[src/core/stepper_cmd_pkg.sv]
// Constants, command byte views and bus carrier for the stepper command decoder.
// Assumes an 8-bit host bus with a 2-bit byte lane address and up to four axes.
package stepper_cmd_pkg;

  // ----------------------------------------------------------------
  // axis addressing and data widths
  // ----------------------------------------------------------------
  localparam int AXIS_BITS = 2;
  localparam int REG_IDX_BITS = 3;
  localparam int DATA_W = 24;

  // ----------------------------------------------------------------
  // command kinds (two top bits of a command byte)
  // ----------------------------------------------------------------
  localparam logic [1:0] CMD_CTRL_MODE   = 2'h1;
  localparam logic [1:0] CMD_REG_SELECT  = 2'h2;
  localparam logic [1:0] CMD_OUTPUT_MODE = 2'h3;

  // ----------------------------------------------------------------
  // byte lanes on the address pins
  // ----------------------------------------------------------------
  localparam logic [1:0] LANE_CMD  = 2'h0;
  localparam logic [1:0] LANE_LOW  = 2'h1;
  localparam logic [1:0] LANE_MID  = 2'h2;
  localparam logic [1:0] LANE_HIGH = 2'h3;

  // ----------------------------------------------------------------
  // parameter register indices and widths
  // ----------------------------------------------------------------
  localparam logic [2:0] REG_PRESET     = 3'h0;
  localparam logic [2:0] REG_LOW_SPEED  = 3'h1;
  localparam logic [2:0] REG_HIGH_SPEED = 3'h2;
  localparam logic [2:0] REG_RATE       = 3'h3;
  localparam logic [2:0] REG_MULTIPLIER = 3'h4;
  localparam logic [2:0] REG_RAMP_DOWN  = 3'h5;
  localparam logic [2:0] REG_IDLE       = 3'h6;
  localparam logic [2:0] REG_PRIORITY   = 3'h7;
  localparam int W_PRESET    = 24;
  localparam int W_SPEED     = 13;
  localparam int W_RATE      = 10;
  localparam int W_RAMP_DOWN = 16;
  localparam int W_IDLE      = 3;
  localparam int W_PRIORITY  = 1;

  // ----------------------------------------------------------------
  // status word bit positions and reset values
  // ----------------------------------------------------------------
  localparam int STAT_STOP_INT = 0;
  localparam int STAT_RAMP_INT = 1;
  localparam int STAT_EXT_INT  = 2;
  localparam logic [7:0] BYTE_ZERO = 8'h00;
  localparam logic [23:0] WORD_ZERO = 24'h000000;

  // ----------------------------------------------------------------
  // command byte views
  // ----------------------------------------------------------------
  typedef struct packed {
    logic [1:0] kind;
    logic       s_curve;
    logic       aux;
    logic       dir_negative;
    logic       preset_stop;
    logic       slowdown_en;
    logic       origin_stop;
  } ctrl_mode_t;

  typedef struct packed {
    logic [1:0] kind;
    logic       ext_int_en;
    logic       ramp_int_en;
    logic       count_hold;
    logic [2:0] reg_idx;
  } reg_select_t;

  typedef struct packed {
    logic [1:0] kind;
    logic       monitor_ext;
    logic [4:0] other;
  } output_mode_t;

  typedef struct packed {
    logic                 cs_n;
    logic                 rd_n;
    logic                 wr_n;
    logic [1:0]           addr;
    logic [AXIS_BITS-1:0] axis;
    logic [7:0]           data;
  } host_bus_t;

  // ----------------------------------------------------------------
  // width mask of a parameter register
  // ----------------------------------------------------------------
  function automatic logic [DATA_W-1:0] width_mask(input logic [2:0] idx);
    int w;
    logic [DATA_W:0] m;
    case (idx)
      REG_PRESET:                  w = W_PRESET;
      REG_LOW_SPEED, REG_HIGH_SPEED: w = W_SPEED;
      REG_RATE, REG_MULTIPLIER:    w = W_RATE;
      REG_RAMP_DOWN:               w = W_RAMP_DOWN;
      REG_IDLE:                    w = W_IDLE;
      default:                     w = W_PRIORITY;
    endcase
    m = (25'h0000001 << w) - 25'h0000001;
    return m[DATA_W-1:0];
  endfunction : width_mask

endpackage : stepper_cmd_pkg

[src/core/stepper_cmd_decoder.sv]
// Control-mode and register-select command decoder for a multi-axis stepper sequencer.
// Assumes the host bus pins are asynchronous and the motion logic shares this clock.
//
// Summary of operation
// (RULE1) top bits 01 select the control-mode command
// (RULE2) mode bit 4 drives the aux output pin
// (RULE3) mode bit 5 picks S-curve, else linear ramp
// (RULE4) mode bit 0 stops pulses on origin low
// (RULE5) mode bit 1 decelerates on slowdown low
// (RULE6) mode bit 2 stops at preset count zero
// (RULE7) mode bit 3 sets negative run direction
// (RULE8) host selects a register before each access
// (RULE9) register select refreshes the read buffer
// (RULE10) low byte written last commits the register
// (RULE11) registers one to seven read only when extended
// (RULE12) hold bit freezes preset counter, else decrements
// (RULE13) ramp interrupt when count below ramp point
// (RULE14) host clears ramp interrupt by writing zero
// (RULE15) interrupt pin ORs ramp, stop and start
// (RULE16) parameter registers keep fixed bit widths
// (RULE17) select bit 4 ramp interrupt, bit 3 hold
// (RULE18) top bits 10 select the register-select command
// (RULE19) each axis keeps its own settings copy
`timescale 1ns/1ps
module stepper_cmd_decoder #(
  parameter int NUM_AXES = 4
) (
  // clock and reset
  input  wire logic                                 clock,
  input  wire logic                                 arst_n,
  // host bus pins
  input  wire logic                                 cs_n,
  input  wire logic                                 rd_n,
  input  wire logic                                 wr_n,
  input  wire logic [1:0]                           addr,
  input  wire logic [stepper_cmd_pkg::AXIS_BITS-1:0] axis_addr,
  input  wire logic [7:0]                           data_in,
  output logic      [7:0]                           data_out,
  output logic                                      data_oe_n,
  output logic                                      irq_n,
  // axis pins
  input  wire logic [NUM_AXES-1:0]                  origin_input_n,
  input  wire logic [NUM_AXES-1:0]                  slowdown_input_n,
  output logic      [NUM_AXES-1:0]                  aux_output_pin,
  // from the motion logic
  input  wire logic [NUM_AXES-1:0]                  output_pulse,
  input  wire logic [NUM_AXES-1:0]                  high_speed_run,
  input  wire logic [NUM_AXES-1:0]                  stop_int_src,
  input  wire logic [NUM_AXES-1:0]                  ext_start_evt,
  // to the motion logic
  output stepper_cmd_pkg::ctrl_mode_t               axis_mode [NUM_AXES],
  output logic      [NUM_AXES-1:0]                  stop_request,
  output logic      [NUM_AXES-1:0]                  decel_request
);
  localparam int MEM_AW = stepper_cmd_pkg::AXIS_BITS + stepper_cmd_pkg::REG_IDX_BITS;
  localparam int DW = stepper_cmd_pkg::DATA_W;

  // idle level of the bus pins; the synchronisers reset to zero, so the
  // active-low strobes pass through them inverted to avoid a false edge
  localparam stepper_cmd_pkg::host_bus_t BUS_IDLE = '{cs_n: 1'b1, rd_n: 1'b1, wr_n: 1'b1,
                                                      default: '0};

  typedef enum logic {REFRESH_IDLE, REFRESH_LOAD} refresh_state_t;

  stepper_cmd_pkg::host_bus_t    bus_pin;
  stepper_cmd_pkg::host_bus_t    bus_s;
  stepper_cmd_pkg::host_bus_t    bus_q;
  stepper_cmd_pkg::reg_select_t  sel [NUM_AXES];
  stepper_cmd_pkg::output_mode_t out_mode [NUM_AXES];
  logic [DW-1:0]                 preset_count [NUM_AXES];
  logic [DW-1:0]                 ramp_point [NUM_AXES];
  logic [DW-1:0]                 read_buf [NUM_AXES];
  logic [7:0]                    stage_mid [NUM_AXES];
  logic [7:0]                    stage_high [NUM_AXES];
  logic [NUM_AXES-1:0]           ramp_pend;
  logic [NUM_AXES-1:0]           ext_pend;
  logic [2*NUM_AXES-1:0]         pins_s;
  logic [2*NUM_AXES-1:0]         pins_low;
  stepper_cmd_pkg::host_bus_t    bus_flip;
  logic [NUM_AXES-1:0]           origin_s;
  logic [NUM_AXES-1:0]           slowdown_s;
  logic                          wr_strobe;
  logic                          lane_low_wr;
  logic [DW-1:0]                 commit_value;
  logic [MEM_AW-1:0]             mem_waddr;
  logic [MEM_AW-1:0]             mem_raddr;
  logic [DW-1:0]                 mem_rdata;
  refresh_state_t                refresh_state;
  logic [stepper_cmd_pkg::AXIS_BITS-1:0] refresh_axis;
  logic [2:0]                    refresh_idx;
  stepper_cmd_pkg::reg_select_t  cmd_sel;

  // ----------------------------------------------------------------
  // command decoding helpers
  // ----------------------------------------------------------------
  function automatic logic is_kind(input logic [7:0] b, input logic [1:0] k);
    return b[7:6] == k;
  endfunction : is_kind

  function automatic logic [7:0] lane_byte(input logic [DW-1:0] w, input logic [1:0] lane);
    case (lane)
      stepper_cmd_pkg::LANE_LOW:  return w[7:0];
      stepper_cmd_pkg::LANE_MID:  return w[15:8];
      stepper_cmd_pkg::LANE_HIGH: return w[23:16];
      default:                    return stepper_cmd_pkg::BYTE_ZERO;
    endcase
  endfunction : lane_byte

  // ----------------------------------------------------------------
  // pin synchronisers
  // ----------------------------------------------------------------
  assign bus_pin = '{cs_n: cs_n, rd_n: rd_n, wr_n: wr_n, addr: addr,
                     axis: axis_addr, data: data_in};

  sync2 #(.W($bits(stepper_cmd_pkg::host_bus_t))) u_bus_sync (
    .clock  (clock),
    .arst_n (arst_n),
    .d      (bus_pin ^ BUS_IDLE),
    .q      (bus_flip)
  );

  assign bus_s = bus_flip ^ BUS_IDLE;

  sync2 #(.W(2*NUM_AXES)) u_pin_sync (
    .clock  (clock),
    .arst_n (arst_n),
    .d      (~{slowdown_input_n, origin_input_n}),
    .q      (pins_low)
  );

  assign pins_s     = ~pins_low;

  assign origin_s   = pins_s[NUM_AXES-1:0];
  assign slowdown_s = pins_s[2*NUM_AXES-1:NUM_AXES];

  always_ff @(posedge clock or negedge arst_n)
  begin
    if (!arst_n)
      bus_q <= '{cs_n: 1'b1, rd_n: 1'b1, wr_n: 1'b1, default: '0};
    else
      bus_q <= bus_s;
  end

  // a write is taken at the rising edge of the write strobe; address and data
  // travel through the same flops so they line up with it
  assign wr_strobe = bus_s.wr_n && !bus_q.wr_n && !bus_q.cs_n
                     && (int'(bus_q.axis) < NUM_AXES);
  assign lane_low_wr = wr_strobe && bus_q.addr == stepper_cmd_pkg::LANE_LOW;
  assign cmd_sel = stepper_cmd_pkg::reg_select_t'(bus_q.data);

  // ----------------------------------------------------------------
  // per-axis command state
  // ----------------------------------------------------------------
  for (genvar a = 0; a < NUM_AXES; a++)
  begin : g_axis
    logic axis_hit;
    logic cmd_wr;
    logic commit;

    assign axis_hit = wr_strobe && int'(bus_q.axis) == a;   // see (RULE19)
    assign cmd_wr   = axis_hit && bus_q.addr == stepper_cmd_pkg::LANE_CMD;
    assign commit   = axis_hit && bus_q.addr == stepper_cmd_pkg::LANE_LOW;  // see (RULE10)

    always_ff @(posedge clock or negedge arst_n)
    begin
      if (!arst_n)
        axis_mode[a] <= stepper_cmd_pkg::ctrl_mode_t'(stepper_cmd_pkg::BYTE_ZERO);
      else if (cmd_wr && is_kind(bus_q.data, stepper_cmd_pkg::CMD_CTRL_MODE))  // see (RULE1)
        axis_mode[a] <= stepper_cmd_pkg::ctrl_mode_t'(bus_q.data);
    end

    always_ff @(posedge clock or negedge arst_n)
    begin
      if (!arst_n)
        sel[a] <= stepper_cmd_pkg::reg_select_t'(stepper_cmd_pkg::BYTE_ZERO);
      else if (cmd_wr && is_kind(bus_q.data, stepper_cmd_pkg::CMD_REG_SELECT))  // see (RULE18)
        sel[a] <= cmd_sel;  // see (RULE17)
    end

    always_ff @(posedge clock or negedge arst_n)
    begin
      if (!arst_n)
        out_mode[a] <= stepper_cmd_pkg::output_mode_t'(stepper_cmd_pkg::BYTE_ZERO);
      else if (cmd_wr && is_kind(bus_q.data, stepper_cmd_pkg::CMD_OUTPUT_MODE))
        out_mode[a] <= stepper_cmd_pkg::output_mode_t'(bus_q.data);
    end

    // upper bytes wait in staging until the low byte arrives
    always_ff @(posedge clock or negedge arst_n)
    begin
      if (!arst_n)
      begin
        stage_mid[a]  <= stepper_cmd_pkg::BYTE_ZERO;
        stage_high[a] <= stepper_cmd_pkg::BYTE_ZERO;
      end
      else if (axis_hit && bus_q.addr == stepper_cmd_pkg::LANE_MID)
        stage_mid[a] <= bus_q.data;
      else if (axis_hit && bus_q.addr == stepper_cmd_pkg::LANE_HIGH)
        stage_high[a] <= bus_q.data;
    end

    // a host load wins over a pulse in the same cycle
    always_ff @(posedge clock or negedge arst_n)
    begin
      if (!arst_n)
        preset_count[a] <= stepper_cmd_pkg::WORD_ZERO;
      else if (commit && sel[a].reg_idx == stepper_cmd_pkg::REG_PRESET)
        preset_count[a] <= commit_value;
      else if (output_pulse[a] && !sel[a].count_hold)  // see (RULE12)
        preset_count[a] <= preset_count[a] - 24'h000001;
    end

    always_ff @(posedge clock or negedge arst_n)
    begin
      if (!arst_n)
        ramp_point[a] <= stepper_cmd_pkg::WORD_ZERO;
      else if (commit && sel[a].reg_idx == stepper_cmd_pkg::REG_RAMP_DOWN)
        ramp_point[a] <= commit_value;
    end

    // pending flags: set by an enabled event, cleared while the enable bit is zero
    always_ff @(posedge clock or negedge arst_n)
    begin
      if (!arst_n)
      begin
        ramp_pend[a] <= 1'b0;
        ext_pend[a]  <= 1'b0;
      end
      else
      begin
        if (sel[a].ramp_int_en && preset_count[a] < ramp_point[a])  // see (RULE13)
          ramp_pend[a] <= 1'b1;
        else if (!sel[a].ramp_int_en)  // see (RULE14)
          ramp_pend[a] <= 1'b0;
        if (sel[a].ext_int_en && ext_start_evt[a])
          ext_pend[a] <= 1'b1;
        else if (!sel[a].ext_int_en)
          ext_pend[a] <= 1'b0;
      end
    end

    always_ff @(posedge clock or negedge arst_n)
    begin
      if (!arst_n)
      begin
        stop_request[a]  <= 1'b0;
        decel_request[a] <= 1'b0;
      end
      else
      begin
        stop_request[a]  <= (axis_mode[a].origin_stop && !origin_s[a])  // see (RULE4)
                         || (axis_mode[a].preset_stop                  // see (RULE6)
                             && preset_count[a] == stepper_cmd_pkg::WORD_ZERO);
        decel_request[a] <= axis_mode[a].slowdown_en && !slowdown_s[a]  // see (RULE5)
                         && high_speed_run[a];
      end
    end

    assign aux_output_pin[a] = axis_mode[a].aux;  // see (RULE2)
  end

  // ----------------------------------------------------------------
  // register commit and read-back memory
  // ----------------------------------------------------------------
  always_comb
  begin
    commit_value = stepper_cmd_pkg::WORD_ZERO;
    mem_waddr    = {bus_q.axis, stepper_cmd_pkg::REG_PRESET};
    for (int i = 0; i < NUM_AXES; i++)
    begin
      if (int'(bus_q.axis) == i)
      begin
        commit_value = {stage_high[i], stage_mid[i], bus_q.data}
                       & stepper_cmd_pkg::width_mask(sel[i].reg_idx);  // see (RULE16)
        mem_waddr    = {bus_q.axis, sel[i].reg_idx};
      end
    end
  end

  assign mem_raddr = {bus_q.axis, cmd_sel.reg_idx};

  param_mem #(.WIDTH(DW), .AW(MEM_AW)) u_mem (
    .clock  (clock),
    .arst_n (arst_n),
    .we     (lane_low_wr),
    .waddr  (mem_waddr),
    .wdata  (commit_value),
    .raddr  (mem_raddr),
    .rdata  (mem_rdata)
  );

  // ----------------------------------------------------------------
  // read buffer refresh on register select
  // ----------------------------------------------------------------
  always_ff @(posedge clock or negedge arst_n)
  begin
    if (!arst_n)
    begin
      refresh_state <= REFRESH_IDLE;
      refresh_axis  <= '0;
      refresh_idx   <= stepper_cmd_pkg::REG_PRESET;
    end
    else
    begin
      case (refresh_state)
        REFRESH_IDLE:
          if (wr_strobe && bus_q.addr == stepper_cmd_pkg::LANE_CMD
              && is_kind(bus_q.data, stepper_cmd_pkg::CMD_REG_SELECT))  // see (RULE9)
          begin
            refresh_state <= REFRESH_LOAD;
            refresh_axis  <= bus_q.axis;
            refresh_idx   <= cmd_sel.reg_idx;
          end
        REFRESH_LOAD:
          refresh_state <= REFRESH_IDLE;
        default:
          refresh_state <= REFRESH_IDLE;
      endcase
    end
  end

  // the preset counter is sampled once here; later reads see a frozen copy
  for (genvar a = 0; a < NUM_AXES; a++)
  begin : g_rbuf
    always_ff @(posedge clock or negedge arst_n)
    begin
      if (!arst_n)
        read_buf[a] <= stepper_cmd_pkg::WORD_ZERO;
      else if (refresh_state == REFRESH_LOAD && int'(refresh_axis) == a)
      begin
        if (refresh_idx == stepper_cmd_pkg::REG_PRESET)
          read_buf[a] <= preset_count[a];
        else if (out_mode[a].monitor_ext)  // see (RULE11)
          read_buf[a] <= mem_rdata;
        else
          read_buf[a] <= stepper_cmd_pkg::WORD_ZERO;
      end
    end
  end

  // ----------------------------------------------------------------
  // host read data and interrupt pin
  // ----------------------------------------------------------------
  always_ff @(posedge clock or negedge arst_n)
  begin
    if (!arst_n)
      data_out <= stepper_cmd_pkg::BYTE_ZERO;
    else
    begin
      data_out <= stepper_cmd_pkg::BYTE_ZERO;
      for (int i = 0; i < NUM_AXES; i++)
      begin
        if (int'(bus_s.axis) == i)
        begin
          if (bus_s.addr == stepper_cmd_pkg::LANE_CMD)
          begin
            data_out[stepper_cmd_pkg::STAT_STOP_INT] <= stop_int_src[i];
            data_out[stepper_cmd_pkg::STAT_RAMP_INT] <= ramp_pend[i];
            data_out[stepper_cmd_pkg::STAT_EXT_INT]  <= ext_pend[i];
          end
          else
            data_out <= lane_byte(read_buf[i], bus_s.addr);
        end
      end
    end
  end

  assign data_oe_n = bus_s.cs_n || bus_s.rd_n;

  always_ff @(posedge clock or negedge arst_n)
  begin
    if (!arst_n)
      irq_n <= 1'b1;
    else
      irq_n <= !(|ramp_pend || |stop_int_src || |ext_pend);  // see (RULE15)
  end

  logic ctrl_wr0;
  assign ctrl_wr0 = g_axis[0].cmd_wr && is_kind(bus_q.data, stepper_cmd_pkg::CMD_CTRL_MODE);
endmodule : stepper_cmd_decoder

[src/core/sync2.sv]
// Two-stage level synchroniser for a bundle of pins.
// Assumes each bit is an independent slow level or is held stable around its strobe.
`timescale 1ns/1ps
module sync2 #(
  parameter int W = 1
) (
  // clock and reset
  input  wire logic         clock,
  input  wire logic         arst_n,
  // pins and synchronised copy
  input  wire logic [W-1:0] d,
  output logic      [W-1:0] q
);
  logic [W-1:0] meta;

  always_ff @(posedge clock or negedge arst_n)
  begin
    if (!arst_n)
    begin
      meta <= '0;
      q    <= '0;
    end
    else
    begin
      meta <= d;
      q    <= meta;
    end
  end
endmodule : sync2

[src/core/param_mem.sv]
// Single write port, single registered read port memory for register read-back.
// Assumes the caller masks data to the register width before writing.
`timescale 1ns/1ps
module param_mem #(
  parameter int WIDTH = 24,
  parameter int AW    = 5
) (
  // clock and reset
  input  wire logic             clock,
  input  wire logic             arst_n,
  // write port
  input  wire logic             we,
  input  wire logic [AW-1:0]    waddr,
  input  wire logic [WIDTH-1:0] wdata,
  // read port, data one cycle after the address
  input  wire logic [AW-1:0]    raddr,
  output logic      [WIDTH-1:0] rdata
);
  logic [WIDTH-1:0] mem [2**AW];

  always_ff @(posedge clock)
  begin
    if (we)
      mem[waddr] <= wdata;
  end

  always_ff @(posedge clock or negedge arst_n)
  begin
    if (!arst_n)
      rdata <= '0;
    else
      rdata <= mem[raddr];
  end
endmodule : param_mem

[config.mk]
export PLATFORM = sky130hd
export DESIGN_NAME = stepper_cmd_decoder
export DESIGN_NICKNAME = d
export VERILOG_FILES = /design/src/core/stepper_cmd_pkg.sv /design/src/core/stepper_cmd_decoder.sv /design/src/core/sync2.sv /design/src/core/param_mem.sv
export SDC_FILE = /design/constraint.sdc
export NUM_CORES = 2
export LEC_CHECK = 0
export ABC_AREA = 1
export BUFFER_PORTS_ARGS = -buffer_cell sky130_fd_sc_hd__buf_2
export CORE_MARGIN = 2
export CORE_UTILIZATION = 57
export CTS_CLUSTER_DIAMETER = 80
export DETAILED_ROUTE_END_ITERATION = 10
export GPL_ROUTABILITY_DRIVEN = 0
export PLACE_DENSITY = 0.73
export SLEW_MARGIN = 10
export SYNTH_ARGS = -nofsm -noshare
export SYNTH_HDL_FRONTEND = slang
export SYNTH_SLANG_ARGS = --single-unit
export TNS_END_PERCENT = 5
[constraint.sdc]
create_clock -name clock -period 5.6 [get_ports clock]
set_clock_uncertainty 0.2 [all_clocks]
set_input_delay 0.28 -clock clock [delete_from_list [all_inputs] [get_ports clock]]
set_output_delay 0.28 -clock clock [all_outputs]
set_load 0.02 [all_outputs]
==> metrics <==
Slew Viols, Final=0; Crit path required time=5.83 ns; Initial DRT Pass Iterations=8; Max Fclk=0.2550 GHz; average size of a mapped cell=about 10 µm²; Worst-Skew Late Latency=~0.77 ns; DRT antenna net count=0; Post-synth EDFFs=approximately 770; port buffer count=94; Worst-Margin Slew=between 1 and 1.5 ns; row count=roughly 120; grt ovf=0; layout cells sized above 1=0.08342; maximum buffer depth of the clock tree=3; first-pass GRT wire length=~250000 µm; NumNets Final=a little under 6000; Yosys top cell area share=0.4051; number of synthesized register bits=around 1300; clock-pin slew on the worst setup and hold paths=0.06 ns; post-DP HPWL=around 110000 µm; Unique masters post-synth=between 50 and 60; CTS resizes=0; worst min-delay path class=input pin to flip-flop; total power divided by cell area=~360 nW/µm²; largest cells by area after synthesis=edfxtp_1 (41%), dfrtp_1 (23%), o21ai_0 (7.1%); drc violations=0; Horiz. Die Dim=about 320 µm; Die Area=around 100000 µm²; post-synthesis cell area=56930 µm²; Pwr Total=23.26 mW; CTS sink cnt=approximately 1300; final hold violation count=0; Seq/Total Area, Yosys=0.6368; crit path max fanout=31; async set-or-reset flop fraction in the synthesized netlist=0.4069; root buf cell=clkbuf_16; initial antenna violation count=6; Post CTS Setup Buffer Count=0; GRT Total Usage=0.3314; Final setup viols=0; P_leak=25.36 nW; Sum Neg Setup Slack=0 ns; largest area contributor in the netlist=edfxtp_1; synthesis-to-layout area growth=12.19%; CORE AREA=98710 µm²; status=finished, final reports clean; # H-tree levels=4; critical path class=flip-flop to flip-flop; DRT Wirelength=roughly 170000 µm; Ports=95; unrepaired setup endpoints after global routing=no; CTS tree=yes; Die Height=320.0 µm; Ys Warns=0; CP endpoint kind=flip-flop; Worst slew margin=0.09243; Num CTS Buffers=134; Max rail drop VDD=0.0003168 V; largest net degree at the start of global routing=210; vias in the first global route=a little over 40000; worst reg2reg setup slack=between 1.5 and 2 ns; Arr. time, crit path=a little over 4 ns; number of max-cap violations=0; WL per Instance=roughly 24 µm; Period minus WS final=between 3 and 4 ns; top_reg_cell synth=edfxtp_1; Final Cycle Share=0.7001; Post-Syn Instances=5562; startpoint types=flip-flop; initial DRC count=~6500; Initial Utilization=0.5768; layout filler cell count=7541; routed vias/inst=just over 6; DR vias=roughly 43000
layer usage:
| metal | up-vias | track usage | share of wire |
|---|---|---|---|
| li1 | 19337 | - | - |
| met1 | 20863 | 0.4576 | 0.38 |
| met2 | 2652 | 0.4918 | 0.44 |
| met3 | 530 | 0.06845 | 0.11 |
| met4 | 2 | 0.1889 | 0.065 |
| met5 | - | 0 | 0.000053 |
kinds of logic (layout without fill, tap and decap cells):
kind of cell / count (synthesis) / in the layout / synth area share
and+or+nand+nor: 2081 / 2081 / 0.1518
adders and majority gates: 100 / 100 / 0.02198
AOI/OAI and AO/OA: 1295 / 1295 / 0.1309
xor gates and xnor gates: 47 / 47 / 0.007230
DFF: 1295 / 1295 / 0.6368
buffers and inverters: 743 / 932 / 0.05129
other: 1 / 11 / 0.00006587
final timing paths:
path                       cells past startpoint          startpoint                  end
max in group asynchronous                      4              arst_n         axis_mode[0]
min in group asynchronous                      3              arst_n       u_mem.rdata[6]
min                                            3                cs_n  u_bus_sync.meta[14]
min reg2reg                                    0  u_pin_sync.meta[7]      u_pin_sync.q[7]
max reg2reg                                   10            bus_q[8]    u_mem.mem[23][15]
max                                           10            bus_q[8]    u_mem.mem[23][15]
what timing repair did:
item,CTS,global route
hold buffers,64,0
setup endpoints to repair,0,0
endpoints found under the hold margin,180,0
synth_stat cells, drive strengths merged, types with 26 or more instances:
cell / instances
nor2: 940
o21ai: 817
nand2: 788
edfxtp: 768
dfrtp: 524
inv: 459
o211ai: 288
nand3: 236
clkbuf: 198
ha: 100
a21oi: 97
buf: 82
nand4: 71
xor2: 30
nor3: 28
o22ai: 26
final cells by class:
class	instances	area, µm²	share of cell area
sequential	1295	36260	0.5677
multi-input combinational	3527	18070	0.2829
clock buffer	187	3724	0.05829
timing repair buffer	227	1794	0.02809
inverter	463	1755	0.02748
tap	1287	1610	0.02521
clock inverter	55	641.9	0.01005
antenna	7	17.52	0.0002742
state kept, by name (all words and copies together) (netlist names), 15 cells and up:
signal,cells
stage_high,32
read_buf,96
preset_count,96
u_bus_sync.meta,15
u_bus_sync.q,15
stage_mid,32
axis_mode,28
u_mem.rdata,24
sel,24
u_mem.mem,768
ramp_point,96
where the power goes:
group / switching, mW / leakage (nW) / total [mW] / internal [mW]
clock: 3.80 / 2.12 / 8.91 / 5.11
sequential: 0.644 / 13.9 / 11.2 / 10.6
combinational: 2.19 / 9.37 / 3.11 / 0.918
total: 6.64 / 25.4 / 23.3 / 16.6
layout by cell type (no fill, tap or decap), types with 17 or more instances in the layout:
| master | synthesis | final |
|---|---|---|
| xnor2_1 | 17 | 17 |
| clkbuf_1 | 197 | 37 |
| nand4_1 | 70 | 70 |
| o22ai_1 | 26 | 26 |
| buf_2 | 64 | 93 |
| clkbuf_16 | 0 | 135 |
| ha_1 | 100 | 100 |
| a21oi_1 | 92 | 92 |
| nand3_1 | 229 | 227 |
| nor2_1 | 925 | 896 |
| xor2_1 | 30 | 30 |
| nor2_4 | 5 | 31 |
| clkinv_1 | 2 | 21 |
| dfrtp_1 | 524 | 521 |
| o21a_1 | 17 | 17 |
| nand2_1 | 769 | 767 |
| buf_4 | 6 | 58 |
| o221ai_1 | 20 | 20 |
| edfxtp_1 | 768 | 768 |
| o21ai_0 | 808 | 808 |
| o211ai_1 | 288 | 288 |
| inv_1 | 443 | 440 |
| dlygate4sd3_1 | 0 | 63 |
metrics by stage:
step                cells  area, µm²  hold slack (ns)  utilization  setup WS, ns
floorplan            5565      56950          -0.2156            -         2.076
global placement     6735      58800           0.1310       0.5957         1.862
detailed placement   6735      58800           0.1347       0.5957         1.768
CTS                  7041      63830          0.01256       0.6466         1.766
global route         7042      63860          0.02745       0.6470         1.620
finish               7048      63880          0.04174       0.6471         1.679
critical path, cell delays in order (launching register included):
cell and delay (ns):
dfrtp_1 0.62, inv_2 0.14, nor2_4 0.10, buf_4 0.40
nand2_1 0.10, o21ai_1 0.14, inv_1 0.08, nand3_2 0.13
nand3_1 0.67, nor2_2 0.64, buf_4 0.36
Note: power is estimated with default switching activity, not from simulation.
